`src/rtl/scl_pkg.sv`:
```
// constants and types for the serial channel link and test-loop block
package scl_pkg;
    // wishbone register byte offsets
    localparam logic [4:0] ADR_CTRL   = 5'h00;
    localparam logic [4:0] ADR_RATE   = 5'h04;
    localparam logic [4:0] ADR_STAT   = 5'h08;
    localparam logic [4:0] ADR_TXDATA = 5'h0c;
    localparam logic [4:0] ADR_RXWORD = 5'h10;
    localparam logic [4:0] ADR_ISTAT  = 5'h14;
    localparam logic [4:0] ADR_IMASK  = 5'h18;
    // control register fields and reset
    localparam int          CTRL_RX_ALLOW  = 0;
    localparam int          CTRL_TX_ALLOW  = 1;
    localparam int          CTRL_LOOP_LSB  = 6;
    localparam int          CTRL_LINK_TYPE = 8;
    localparam logic [31:0] CTRL_MASK      = 32'h0000_01c3;
    localparam logic [31:0] CTRL_RESET     = 32'h0000_0000;
    // rate register: tx divisor low half, rx divisor high half
    localparam int          DIV_W       = 16;
    localparam int          RATE_RX_LSB = 16;
    localparam logic [31:0] RATE_RESET  = 32'h0010_0010;
    localparam logic [15:0] DIV_ONE     = 16'h0001;
    // oversampling: mid-bit tick, last tick, receiver stop-bit and transmitter last-bit indices
    localparam logic [3:0]  TICK_MID  = 4'h7;
    localparam logic [3:0]  TICK_LAST = 4'hf;
    localparam logic [3:0]  RX_STOP_BIT = 4'h8;
    localparam logic [3:0]  TX_LAST_BIT = 4'h9;
    // receive word layout
    localparam logic [2:0]  TAG_MODEM = 3'h7;
    localparam logic [2:0]  TAG_CHAR  = 3'h0;
    localparam int          RXW_VALID = 15;
    localparam int          FIFO_AW   = 2;
    // interrupt bits
    localparam int          INT_W       = 4;
    localparam int          INT_RX      = 0;
    localparam int          INT_TX_DONE = 1;
    localparam int          INT_MODEM   = 2;
    localparam int          INT_OVERRUN = 3;
    localparam logic [3:0]  INT_RESET   = 4'h0;
    // test-loop select codes
    typedef enum logic [1:0] {
        MODE_NORMAL = 2'h0,
        MODE_ECHO   = 2'h1,
        MODE_LOCAL  = 2'h2,
        MODE_REMOTE = 2'h3
    } scl_mode_e;
    // transmitter and receiver states
    typedef enum logic [1:0] {
        TX_IDLE  = 2'h1,
        TX_SHIFT = 2'h2
    } scl_tx_e;
    typedef enum logic [2:0] {
        RX_IDLE  = 3'h1,
        RX_START = 3'h2,
        RX_DATA  = 3'h4
    } scl_rx_e;
endpackage : scl_pkg

```
`src/rtl/scl_channel.sv`:
```
// serial channel with link-type reporting and test-loop paths
//
// Behaviour
// [RULE_01] link type set: every modem-status change also pushed into the receive fifo
// [RULE_02] link type clear: modem status shown in status only, never pushed
// [RULE_03] software sets link type for any channel wired to a modem
// [RULE_04] test-loop select is read/write; code 00 is normal operation
// [RULE_05] echo: received characters resent at receive rate, transmit allow ignored
// [RULE_06] echo: received characters still stored in the receive fifo
// [RULE_07] echo: host characters for transmission are discarded
// [RULE_08] software keeps receive allow set during echo
// [RULE_09] local loop: host characters routed into the receive path
// [RULE_10] local loop: serial input ignored, serial output held at mark
// [RULE_11] local loop: transmit rate clocks both sending and receiving
// [RULE_12] local loop: transmit allow gates sending, receive allow ignored
// [RULE_13] remote loop: incoming line sent straight back at received rate
// [RULE_14] remote loop: looped characters never written to the receive fifo
// [RULE_15] remote loop: transmit allow disregarded
// [RULE_16] software keeps receive allow set during remote loop
// [RULE_17] modem entry: bits 14:12 are 111, low byte holds modem status
// [RULE_18] test-loop changes take effect only at a character boundary
//
// Decided for this implementation: the Wishbone register port and the address map.
`timescale 1ns/1ps
`default_nettype none
module scl_channel (
    // clock and reset
    input  wire logic        clk_i,
    input  wire logic        rst_i,
    // wishbone slave
    input  wire logic        cyc_i,
    input  wire logic        stb_i,
    input  wire logic        we_i,
    input  wire logic [4:0]  adr_i,
    input  wire logic [3:0]  sel_i,
    input  wire logic [31:0] dat_i,
    output logic      [31:0] dat_o,
    output logic             ack_o,
    // serial line
    input  wire logic        rxd_i,
    output logic             txd_o,
    // modem leads
    input  wire logic        dsr_i,
    input  wire logic        ri_i,
    input  wire logic        dcd_i,
    input  wire logic        cts_i,
    // interrupt
    output logic             irq_o
);
    import scl_pkg::*;

    // byte-lane merge for register writes
    function automatic logic [31:0] scl_merge(input logic [31:0] old_v,
                                              input logic [31:0] new_v,
                                              input logic [3:0]  sel);
        logic [31:0] res;
        res = old_v;
        for (int i = 0; i < 4; i++) begin
            if (sel[i]) begin
                res[8*i +: 8] = new_v[8*i +: 8];
            end
        end
        return res;
    endfunction

    // registers
    logic [31:0]       ctrl_reg;
    logic [31:0]       rate_reg;
    logic [INT_W-1:0]  istat_reg;
    logic [INT_W-1:0]  imask_reg;
    scl_mode_e         mode_reg;
    logic [7:0]        hold_reg;
    logic              hold_full_reg;
    logic [7:0]        echo_char_reg;
    logic              echo_pend_reg;
    logic [7:0]        modem_prev_reg;
    logic              modem_pend_reg;
    scl_tx_e           tx_state_reg;
    logic [9:0]        tx_shift_reg;
    logic [3:0]        tx_tick_cnt_reg;
    logic [3:0]        tx_bit_reg;
    scl_rx_e           rx_state_reg;
    logic [7:0]        rx_shift_reg;
    logic [3:0]        rx_tick_cnt_reg;
    logic [3:0]        rx_bit_reg;
    logic [14:0]       fifo_mem [0:(1<<FIFO_AW)-1];
    logic [FIFO_AW-1:0] wr_ptr_reg;
    logic [FIFO_AW-1:0] rd_ptr_reg;
    logic [FIFO_AW:0]  count_reg;

    // bus access decode
    logic wb_acc, wb_wr, wb_rd;
    logic hit_ctrl, hit_rate, hit_stat, hit_tx, hit_rxw, hit_ist, hit_imk;
    assign wb_acc   = cyc_i & stb_i & ~ack_o;
    assign wb_wr    = wb_acc & we_i;
    assign wb_rd    = wb_acc & ~we_i;
    assign hit_ctrl = (adr_i == ADR_CTRL);
    assign hit_rate = (adr_i == ADR_RATE);
    assign hit_stat = (adr_i == ADR_STAT);
    assign hit_tx   = (adr_i == ADR_TXDATA);
    assign hit_rxw  = (adr_i == ADR_RXWORD);
    assign hit_ist  = (adr_i == ADR_ISTAT);
    assign hit_imk  = (adr_i == ADR_IMASK);

    // control fields
    logic      rx_allow, tx_allow, link_type;
    scl_mode_e mode_req;
    assign rx_allow  = ctrl_reg[CTRL_RX_ALLOW];
    assign tx_allow  = ctrl_reg[CTRL_TX_ALLOW];
    assign link_type = ctrl_reg[CTRL_LINK_TYPE];
    assign mode_req  = scl_mode_e'(ctrl_reg[CTRL_LOOP_LSB +: 2]);

    // mode decode on the active path
    logic m_echo, m_local, m_remote;
    assign m_echo   = (mode_reg == MODE_ECHO);
    assign m_local  = (mode_reg == MODE_LOCAL);
    assign m_remote = (mode_reg == MODE_REMOTE);

    // rate dividers
    logic tx_rate_tick, rx_rate_tick;
    scl_rate_gen u_tx_rate (
        .clk_i  (clk_i),
        .rst_i  (rst_i),
        .div_i  (rate_reg[DIV_W-1:0]),
        .tick_o (tx_rate_tick)
    );
    scl_rate_gen u_rx_rate (
        .clk_i  (clk_i),
        .rst_i  (rst_i),
        .div_i  (rate_reg[RATE_RX_LSB +: DIV_W]),
        .tick_o (rx_rate_tick)
    );

    // path selection per active mode
    logic tx_tick, rx_tick, tx_line, rx_line, rx_en;
    assign tx_tick = m_echo ? rx_rate_tick : tx_rate_tick;     // RULE_05
    assign rx_tick = m_local ? tx_rate_tick : rx_rate_tick;    // RULE_11
    assign tx_line = (tx_state_reg == TX_SHIFT) ? tx_shift_reg[0] : 1'b1;
    assign rx_line = m_local ? tx_line : rxd_i;                // RULE_09 RULE_10
    assign rx_en   = m_local | rx_allow;                       // RULE_12

    // transmitter load source
    logic       load_req, tx_start, tx_end;
    logic [7:0] load_char;
    assign load_req  = m_echo   ? echo_pend_reg                // RULE_05
                     : m_remote ? 1'b0                         // RULE_15
                     : hold_full_reg & tx_allow;               // RULE_12
    assign load_char = m_echo ? echo_char_reg : hold_reg;
    assign tx_start  = (tx_state_reg == TX_IDLE) & load_req;
    assign tx_end    = (tx_state_reg == TX_SHIFT) & tx_tick
                     & (tx_tick_cnt_reg == TICK_LAST) & (tx_bit_reg == TX_LAST_BIT);

    // transmitter: start, eight data bits, stop, at sixteen ticks a bit
    always_ff @(posedge clk_i) begin
        if (rst_i) begin
            tx_state_reg    <= TX_IDLE;
            tx_shift_reg    <= 10'h3ff;
            tx_tick_cnt_reg <= 4'h0;
            tx_bit_reg      <= 4'h0;
        end else begin
            case (tx_state_reg)
                TX_IDLE: begin
                    if (tx_start) begin
                        tx_state_reg    <= TX_SHIFT;
                        tx_shift_reg    <= {1'b1, load_char, 1'b0};
                        tx_tick_cnt_reg <= 4'h0;
                        tx_bit_reg      <= 4'h0;
                    end
                end
                TX_SHIFT: begin
                    if (tx_tick) begin
                        tx_tick_cnt_reg <= tx_tick_cnt_reg + 4'h1;
                        if (tx_tick_cnt_reg == TICK_LAST) begin
                            tx_shift_reg <= {1'b1, tx_shift_reg[9:1]};
                            tx_bit_reg   <= tx_bit_reg + 4'h1;
                        end
                        if (tx_end) begin
                            tx_state_reg <= TX_IDLE;
                        end
                    end
                end
                default: tx_state_reg <= TX_IDLE;
            endcase
        end
    end

    // receiver done strobe: stop bit seen high at mid-bit
    logic rx_done, rx_push;
    assign rx_done = (rx_state_reg == RX_DATA) & rx_tick & (rx_tick_cnt_reg == TICK_LAST)
                   & (rx_bit_reg == RX_STOP_BIT) & rx_line;
    assign rx_push = rx_done & ~m_remote;                      // RULE_06 RULE_14

    // receiver: find start edge, check at mid-bit, then sample every sixteen ticks
    always_ff @(posedge clk_i) begin
        if (rst_i) begin
            rx_state_reg    <= RX_IDLE;
            rx_shift_reg    <= 8'h00;
            rx_tick_cnt_reg <= 4'h0;
            rx_bit_reg      <= 4'h0;
        end else begin
            case (rx_state_reg)
                RX_IDLE: begin
                    rx_tick_cnt_reg <= 4'h0;
                    rx_bit_reg      <= 4'h0;
                    if (rx_en & ~rx_line) begin
                        rx_state_reg <= RX_START;
                    end
                end
                RX_START: begin
                    if (rx_tick) begin
                        rx_tick_cnt_reg <= rx_tick_cnt_reg + 4'h1;
                        if (rx_tick_cnt_reg == TICK_MID) begin
                            rx_tick_cnt_reg <= 4'h0;
                            rx_state_reg    <= rx_line ? RX_IDLE : RX_DATA;
                        end
                    end
                end
                RX_DATA: begin
                    if (rx_tick) begin
                        rx_tick_cnt_reg <= rx_tick_cnt_reg + 4'h1;
                        if (rx_tick_cnt_reg == TICK_LAST) begin
                            rx_bit_reg <= rx_bit_reg + 4'h1;
                            if (rx_bit_reg == RX_STOP_BIT) begin
                                rx_state_reg <= RX_IDLE;
                            end else begin
                                rx_shift_reg <= {rx_line, rx_shift_reg[7:1]};
                            end
                        end
                    end
                end
                default: rx_state_reg <= RX_IDLE;
            endcase
        end
    end

    // modem status byte as it appears in the status high byte
    logic [7:0] modem_byte;
    logic       modem_change, modem_push;
    assign modem_byte   = {dsr_i, 1'b0, ri_i, dcd_i, cts_i, 3'b000};
    assign modem_change = (modem_byte != modem_prev_reg);
    assign modem_push   = modem_pend_reg & link_type & ~rx_push;   // RULE_01 RULE_02

    // fifo push selection, characters first
    logic        push, pop, full, empty;
    logic [14:0] push_word;
    assign push      = rx_push | modem_push;
    assign push_word = rx_push ? {TAG_CHAR, 4'h0, rx_shift_reg}
                     : {TAG_MODEM, 4'h0, modem_prev_reg};          // RULE_17
    assign full      = (count_reg == (FIFO_AW+1)'(1 << FIFO_AW));
    assign empty     = (count_reg == '0);
    assign pop       = wb_rd & hit_rxw & ~empty;

    // receive fifo storage
    always_ff @(posedge clk_i) begin
        if (push & ~full) begin
            fifo_mem[wr_ptr_reg] <= push_word;
        end
    end

    // fifo pointers and fill count
    always_ff @(posedge clk_i) begin
        if (rst_i) begin
            wr_ptr_reg <= '0;
            rd_ptr_reg <= '0;
            count_reg  <= '0;
        end else begin
            wr_ptr_reg <= wr_ptr_reg + FIFO_AW'(push & ~full);
            rd_ptr_reg <= rd_ptr_reg + FIFO_AW'(pop);
            count_reg  <= count_reg + (FIFO_AW+1)'(push & ~full) - (FIFO_AW+1)'(pop);
        end
    end

    // modem tracking; a fresh change wins over the push that clears
    always_ff @(posedge clk_i) begin
        if (rst_i) begin
            modem_prev_reg <= 8'h00;
            modem_pend_reg <= 1'b0;
        end else begin
            modem_prev_reg <= modem_byte;
            modem_pend_reg <= link_type & (modem_change | (modem_pend_reg & ~modem_push));
        end
    end

    // host holding register and echo pending character
    logic hold_wr, char_gap;
    assign hold_wr  = wb_wr & hit_tx & sel_i[0] & ~m_echo;     // RULE_07
    assign char_gap = (tx_state_reg == TX_IDLE) & (rx_state_reg == RX_IDLE) & ~echo_pend_reg;
    always_ff @(posedge clk_i) begin
        if (rst_i) begin
            hold_reg      <= 8'h00;
            hold_full_reg <= 1'b0;
            echo_char_reg <= 8'h00;
            echo_pend_reg <= 1'b0;
            mode_reg      <= MODE_NORMAL;
        end else begin
            if (hold_wr) begin
                hold_reg <= dat_i[7:0];
            end
            hold_full_reg <= hold_wr | (hold_full_reg & ~(tx_start & ~m_echo) & ~m_echo);
            if (rx_done & m_echo) begin
                echo_char_reg <= rx_shift_reg;
            end
            echo_pend_reg <= (rx_done & m_echo) | (echo_pend_reg & ~tx_start);
            if (char_gap) begin
                mode_reg <= mode_req;                          // RULE_18
            end
        end
    end

    // events: set wins over read-clear
    logic [INT_W-1:0] events;
    logic             ist_clr;
    assign events[INT_RX]      = rx_push;
    assign events[INT_TX_DONE] = tx_end;
    assign events[INT_MODEM]   = modem_push;
    assign events[INT_OVERRUN] = push & full;
    assign ist_clr             = wb_rd & hit_ist;
    wire logic [31:0] imask_wide = scl_merge({28'h000_0000, imask_reg}, dat_i, sel_i);

    // software registers
    always_ff @(posedge clk_i) begin
        if (rst_i) begin
            ctrl_reg  <= CTRL_RESET;
            rate_reg  <= RATE_RESET;
            imask_reg <= INT_RESET;
            istat_reg <= INT_RESET;
        end else begin
            if (wb_wr & hit_ctrl) begin
                ctrl_reg <= scl_merge(ctrl_reg, dat_i, sel_i) & CTRL_MASK;   // RULE_04
            end
            if (wb_wr & hit_rate) begin
                rate_reg <= scl_merge(rate_reg, dat_i, sel_i);
            end
            if (wb_wr & hit_imk) begin
                imask_reg <= imask_wide[INT_W-1:0];
            end
            istat_reg <= (ist_clr ? INT_RESET : istat_reg) | events;
        end
    end

    // read data selection
    logic [31:0] stat_word, rxw_word, rd_data;
    assign stat_word = {16'h0000, modem_byte, 3'b000, (tx_state_reg == TX_SHIFT),
                        ~empty, hold_full_reg, mode_reg};
    assign rxw_word  = {16'h0000, ~empty, fifo_mem[rd_ptr_reg]};
    assign rd_data   = hit_ctrl ? ctrl_reg
                     : hit_rate ? rate_reg
                     : hit_stat ? stat_word
                     : hit_rxw  ? (empty ? 32'h0000_0000 : rxw_word)
                     : hit_ist  ? {28'h000_0000, istat_reg}
                     : hit_imk  ? {28'h000_0000, imask_reg}
                     : 32'h0000_0000;

    // single-wait-state acknowledge, registered read data
    always_ff @(posedge clk_i) begin
        if (rst_i) begin
            ack_o <= 1'b0;
            dat_o <= 32'h0000_0000;
        end else begin
            ack_o <= wb_acc;
            if (wb_rd) begin
                dat_o <= rd_data;
            end
        end
    end

    // serial output: mark in local loop, raw line in remote loop
    always_ff @(posedge clk_i) begin
        if (rst_i) begin
            txd_o <= 1'b1;
        end else begin
            txd_o <= m_local ? 1'b1 : m_remote ? rxd_i : tx_line;  // RULE_10 RULE_13
        end
    end

    assign irq_o = |(istat_reg & imask_reg);
endmodule // scl_channel
`default_nettype wire

```
`src/rtl/scl_rate_gen.sv`:
```
// divider giving a one-cycle oversampling tick
`timescale 1ns/1ps
`default_nettype none
module scl_rate_gen (
    // clock and reset
    input  wire logic                      clk_i,
    input  wire logic                      rst_i,
    // divisor in, tick out
    input  wire logic [scl_pkg::DIV_W-1:0] div_i,
    output logic                           tick_o
);
    import scl_pkg::*;

    logic [DIV_W-1:0] cnt_reg;

    // count down, pulse and reload at zero; a zero divisor ticks every cycle
    always_ff @(posedge clk_i) begin
        if (rst_i) begin
            cnt_reg <= '0;
            tick_o  <= 1'b0;
        end else begin
            tick_o  <= (cnt_reg == '0);
            cnt_reg <= (cnt_reg != '0) ? cnt_reg - DIV_ONE
                     : (div_i == '0)   ? '0 : div_i - DIV_ONE;
        end
    end
endmodule // scl_rate_gen
`default_nettype wire

```
`config.mk`:
```
export PLATFORM = sky130hd
export DESIGN_NAME = scl_channel
export DESIGN_NICKNAME = d
export VERILOG_FILES = /design/src/rtl/scl_pkg.sv /design/src/rtl/scl_channel.sv /design/src/rtl/scl_rate_gen.sv
export SDC_FILE = /design/constraint.sdc
export NUM_CORES = 1
export LEC_CHECK = 0
export BUFFER_PORTS_ARGS = -buffer_cell sky130_fd_sc_hd__buf_2
export CORE_MARGIN = 1.5
export CORE_UTILIZATION = 45
export DETAILED_ROUTE_END_ITERATION = 8
export MAX_ROUTING_LAYER = met4
export PLACE_DENSITY_LB_ADDON = 0.15
export SLEW_MARGIN = 40
export SYNTH_ARGS = -nofsm -noshare
export SYNTH_HDL_FRONTEND = slang
export SYNTH_SLANG_ARGS = --single-unit
```
`constraint.sdc`:
```
create_clock -name clk_i -period 7.88 [get_ports clk_i]
set_clock_uncertainty 0.1 [all_clocks]
set_input_delay 1.576 -clock clk_i [delete_from_list [all_inputs] [get_ports clk_i]]
set_output_delay 1.576 -clock clk_i [all_outputs]
set_load 0.1 [all_outputs]
```
==> flow_metrics.env <==
export IMPL_rsz0062_at_grt="no"
export IMPL_ys_ff_latch=219
export IMPL_fin_ws_ns=3.81
export IMPL_ctsHoldBuffers=0
export IMPL_min_period_ns=4.07
export IMPL_yosysWarnings=0
export IMPL_place_hpwl_um=17700
export IMPL_power_leakage_nw=4.74
export IMPL_io_buffer_count=85
export IMPL_syn_nets=1136
export IMPL_fillCellCount=2053
export IMPL_synth_flop_cell="dfxtp_1"
export IMPL_viasPerCell=5.54
export IMPL_p_per_area_mw_per_mm2=260
export IMPL_r2r_end="count_reg[2]$_SDFF_PP0_"
export IMPL_wl_um=25100
export IMPL_vias=7920
export IMPL_cts_sinks=219
export IMPL_end_kind="register"
export IMPL_die_w_um=154
export IMPL_cp_start_kind="register"
export IMPL_holdPathEnd="ack_o$_SDFF_PP0_"
export IMPL_setup_tns_final_ns=0
export IMPL_crit_required_ns=8.15
export IMPL_r2r_slack_ns=3.81
export IMPL_worst_path_buf_inv=2
export IMPL_cts_max_level=1
export IMPL_dr_pass1_iters=5
export IMPL_pre_cts_ws_ns=3.76
export IMPL_ys_async_sr_fraction=0
export IMPL_finalCritPeriodShare=0.517
export IMPL_final_common_cell="dfxtp_1"
export IMPL_layout_drive_gt1_share=0.147
export IMPL_largest_reg_flops=36
export IMPL_synth_compound_area_frac=0.122
export IMPL_seq_area_frac_synth=0.465
export IMPL_clock_path_buffers=3
export IMPL_critPathMostFrequentCell="ha_1"
export IMPL_mostFrequentLayoutCells="dfxtp_1, nor2_1, mux2i_1, buf_2, nand2_1"
export IMPL_crit_family="simple AND/OR/NAND/NOR gates"
export IMPL_syn_inst=1068
export IMPL_postCtsSetupBuffers=0
export IMPL_detail_route_antenna_nets=0
export IMPL_fin_nets=1197
export IMPL_core_area_sq_mm=0.0220
export IMPL_regArea_sq_mm=0.00474
export IMPL_crit_chain="nor2b_1 > mux2i_2 > and4b_1 > inv_2 > a21o_1 > ha_1 > inv_1 > ha_1 > fa_1 > xnor2_1 > nor2_1"
export IMPL_synth_cell_types=72
export IMPL_r2r_start="mode_reg[1]$_SDFFE_PP0P_"
export IMPL_setup_violations=0
export IMPL_die_h_um=154
export IMPL_worst_hold_path_num_cells=1
export IMPL_post_cts_resized=0
export IMPL_ir_worst_vdd_mv=0.185
export IMPL_insertion_delay_ns=0.51
export IMPL_track_usage=0.217
export IMPL_yosys_area_share_xor_xnor=0.0387
export IMPL_post_drt_wl_per_cell_um=17.6
export IMPL_min_from="ack_o$_SDFF_PP0_"
export IMPL_synth_edf_count=36
export IMPL_synth_area_leaders="dfxtp_1, edfxtp_1, mux2i_1, nor2_1, nand2_1"
export IMPL_start_util=0.463
export IMPL_max_freq_mhz=246
export IMPL_drtIter0Drc=512
export IMPL_max_cap_viol_count=0
export IMPL_synth_simple_gate_area_frac=0.212
export IMPL_hold_viol=0
export IMPL_slowest_delay_ns=0.74
export IMPL_globalRoute_totalOverflow=0
export IMPL_drc=0
export IMPL_synth_top_family_by_area="simple AND/OR/NAND/NOR gates"
export IMPL_grt_max_degree=78
export IMPL_crit_arrival_ns=4.34
export IMPL_syn_area_sq_mm=0.0102
export IMPL_dieArea_sq_mm=0.0236
export IMPL_slew_violations=0
export IMPL_cts_root_buf="clkbuf_16"
export IMPL_worst_pin_slew_ns=0.802
export IMPL_ioPinCount=86
export IMPL_outcome="completed"
export IMPL_rows=54
export IMPL_netlist_area_leader_share=0.359
export IMPL_multi_input_area_sq_mm=0.00510
export IMPL_synth_top_area_cell="dfxtp_1"
export IMPL_synth_area_mux_share=0.106
export IMPL_gp_congestion=0.874
export IMPL_synthAdderAreaFrac=0.0216
export IMPL_cts_tree="yes"
export IMPL_postSynthAreaPerCell_sq_um=9.55
export IMPL_cp_slowest_cell="mux2i_2"
export IMPL_r2r_cells=11
export IMPL_min_path_type="register to register"
export IMPL_grt_pass1_wl_um=40200
export IMPL_worst_setup_path_type="register to register"
export IMPL_grt_pass1_vias=7431
export IMPL_area_growth_pct=13.9
export IMPL_timing_hold_ws_ns=0.338
export IMPL_cts_buffers=24
export IMPL_cts_reportedPaths_clkPinSlew_ns=0.06
export IMPL_relSlewSlack=0.461
export IMPL_antenna_found_initial=2
export IMPL_cp_max_fo=16
## layout make-up
cell class / count / share of cell area
clock buffers: 35 / 0.0615
well taps: 280 / 0.0302
clock inverters: 9 / 0.00819
flip-flops and latches: 219 / 0.409
multi-input cells: 762 / 0.439
diodes: 2 / 0.000431
repair buffers: 95 / 0.0433
inverters: 27 / 0.00873
## stage by stage
step	power [W]	utilization	std cells	cell area [sq um]
CTS	0.00304	0.527	1427	11600
finish	0.00302	0.527	1429	11600
detailed placement	0.00189	0.490	1383	10800
global placement	0.00189	0.490	1383	10800
global route	0.00316	0.527	1429	11600
floorplan	0.00177	-	1068	10200
## worst reg2reg max path: stages (launching register included)
cell and delay (ns):
dfxtp_1 0.43, nor2b_1 0.50, mux2i_2 0.74, and4b_1 0.63, inv_2 0.17, a21o_1 0.27
ha_1 0.29, inv_1 0.04, ha_1 0.18, fa_1 0.38, xnor2_1 0.17, nor2_1 0.05
## cells in the mapped netlist (3+ instances only)
cell / n
nor4_1: 13
nand4b_1: 3
nor4b_1: 4
nand2b_1: 12
or2_2: 3
nand3b_1: 8
nor3b_1: 10
a22oi_1: 30
xnor2_1: 24
a211o_1: 10
xor2_1: 21
inv_1: 26
o21a_1: 3
a22o_1: 3
edfxtp_1: 36
a221oi_1: 6
nand3_1: 27
a31oi_1: 5
dfxtp_1: 183
nor2b_1: 17
a21o_1: 5
or3_1: 8
mux2i_1: 85
clkbuf_1: 40
or3b_2: 5
buf_2: 14
o22ai_1: 7
o31a_1: 3
or4_1: 9
ha_1: 16
and4b_1: 4
nand2_1: 62
o41ai_1: 7
o21ai_0: 21
mux4_2: 9
a21oi_1: 46
and3_1: 8
and2_1: 9
a211oi_1: 22
nand3_2: 4
nor2_1: 166
nand4_1: 7
nor3_1: 28
## power breakdown
group          leakage (nW)  total (W)  switching [W]  internal, W
Sequential             1.84    0.00128      0.0000723      0.00121
Combinational          2.49   0.000596       0.000348     0.000249
Clock                 0.409    0.00114       0.000449     0.000693
Total                  4.74    0.00302       0.000869      0.00215
## metal layers
layer | wire, um | up-vias | GRT usage
met4 | 567 | 0 | 0.0615
met5 | 0 | - | -
met1 | 12200 | 3748 | 0.303
met3 | 1020 | 40 | 0.0290
met2 | 11300 | 152 | 0.331
li1 | - | 3980 | -
## logic make-up after synthesis
group	Yosys count
flip-flops	219
AO/OA/AOI/OAI	182
adder cells (fa/ha/maj)	17
multiplexers	96
buffers and inverters	87
AND/OR/NAND/NOR	422
XOR/XNOR	45
## worst max path at each step
stage	slack, ns	endpoint	cells after the start	from
final	3.81	count_reg[2]$_SDFF_PP0_	11	mode_reg[1]$_SDFFE_PP0P_
after global routing	3.52	count_reg[2]$_SDFF_PP0_	11	mode_reg[1]$_SDFFE_PP0P_
after CTS	3.84	count_reg[2]$_SDFF_PP0_	11	mode_reg[1]$_SDFFE_PP0P_
after detailed placement	3.76	rate_reg[20]$_SDFFE_PP1P_	5	adr_i[4]
after global placement	3.73	count_reg[2]$_SDFF_PP0_	11	mode_reg[1]$_SDFFE_PP0P_
after floorplan	4.18	count_reg[2]$_SDFF_PP0_	11	adr_i[2]
No activity file was read; power rests on OpenSTA's default activity.
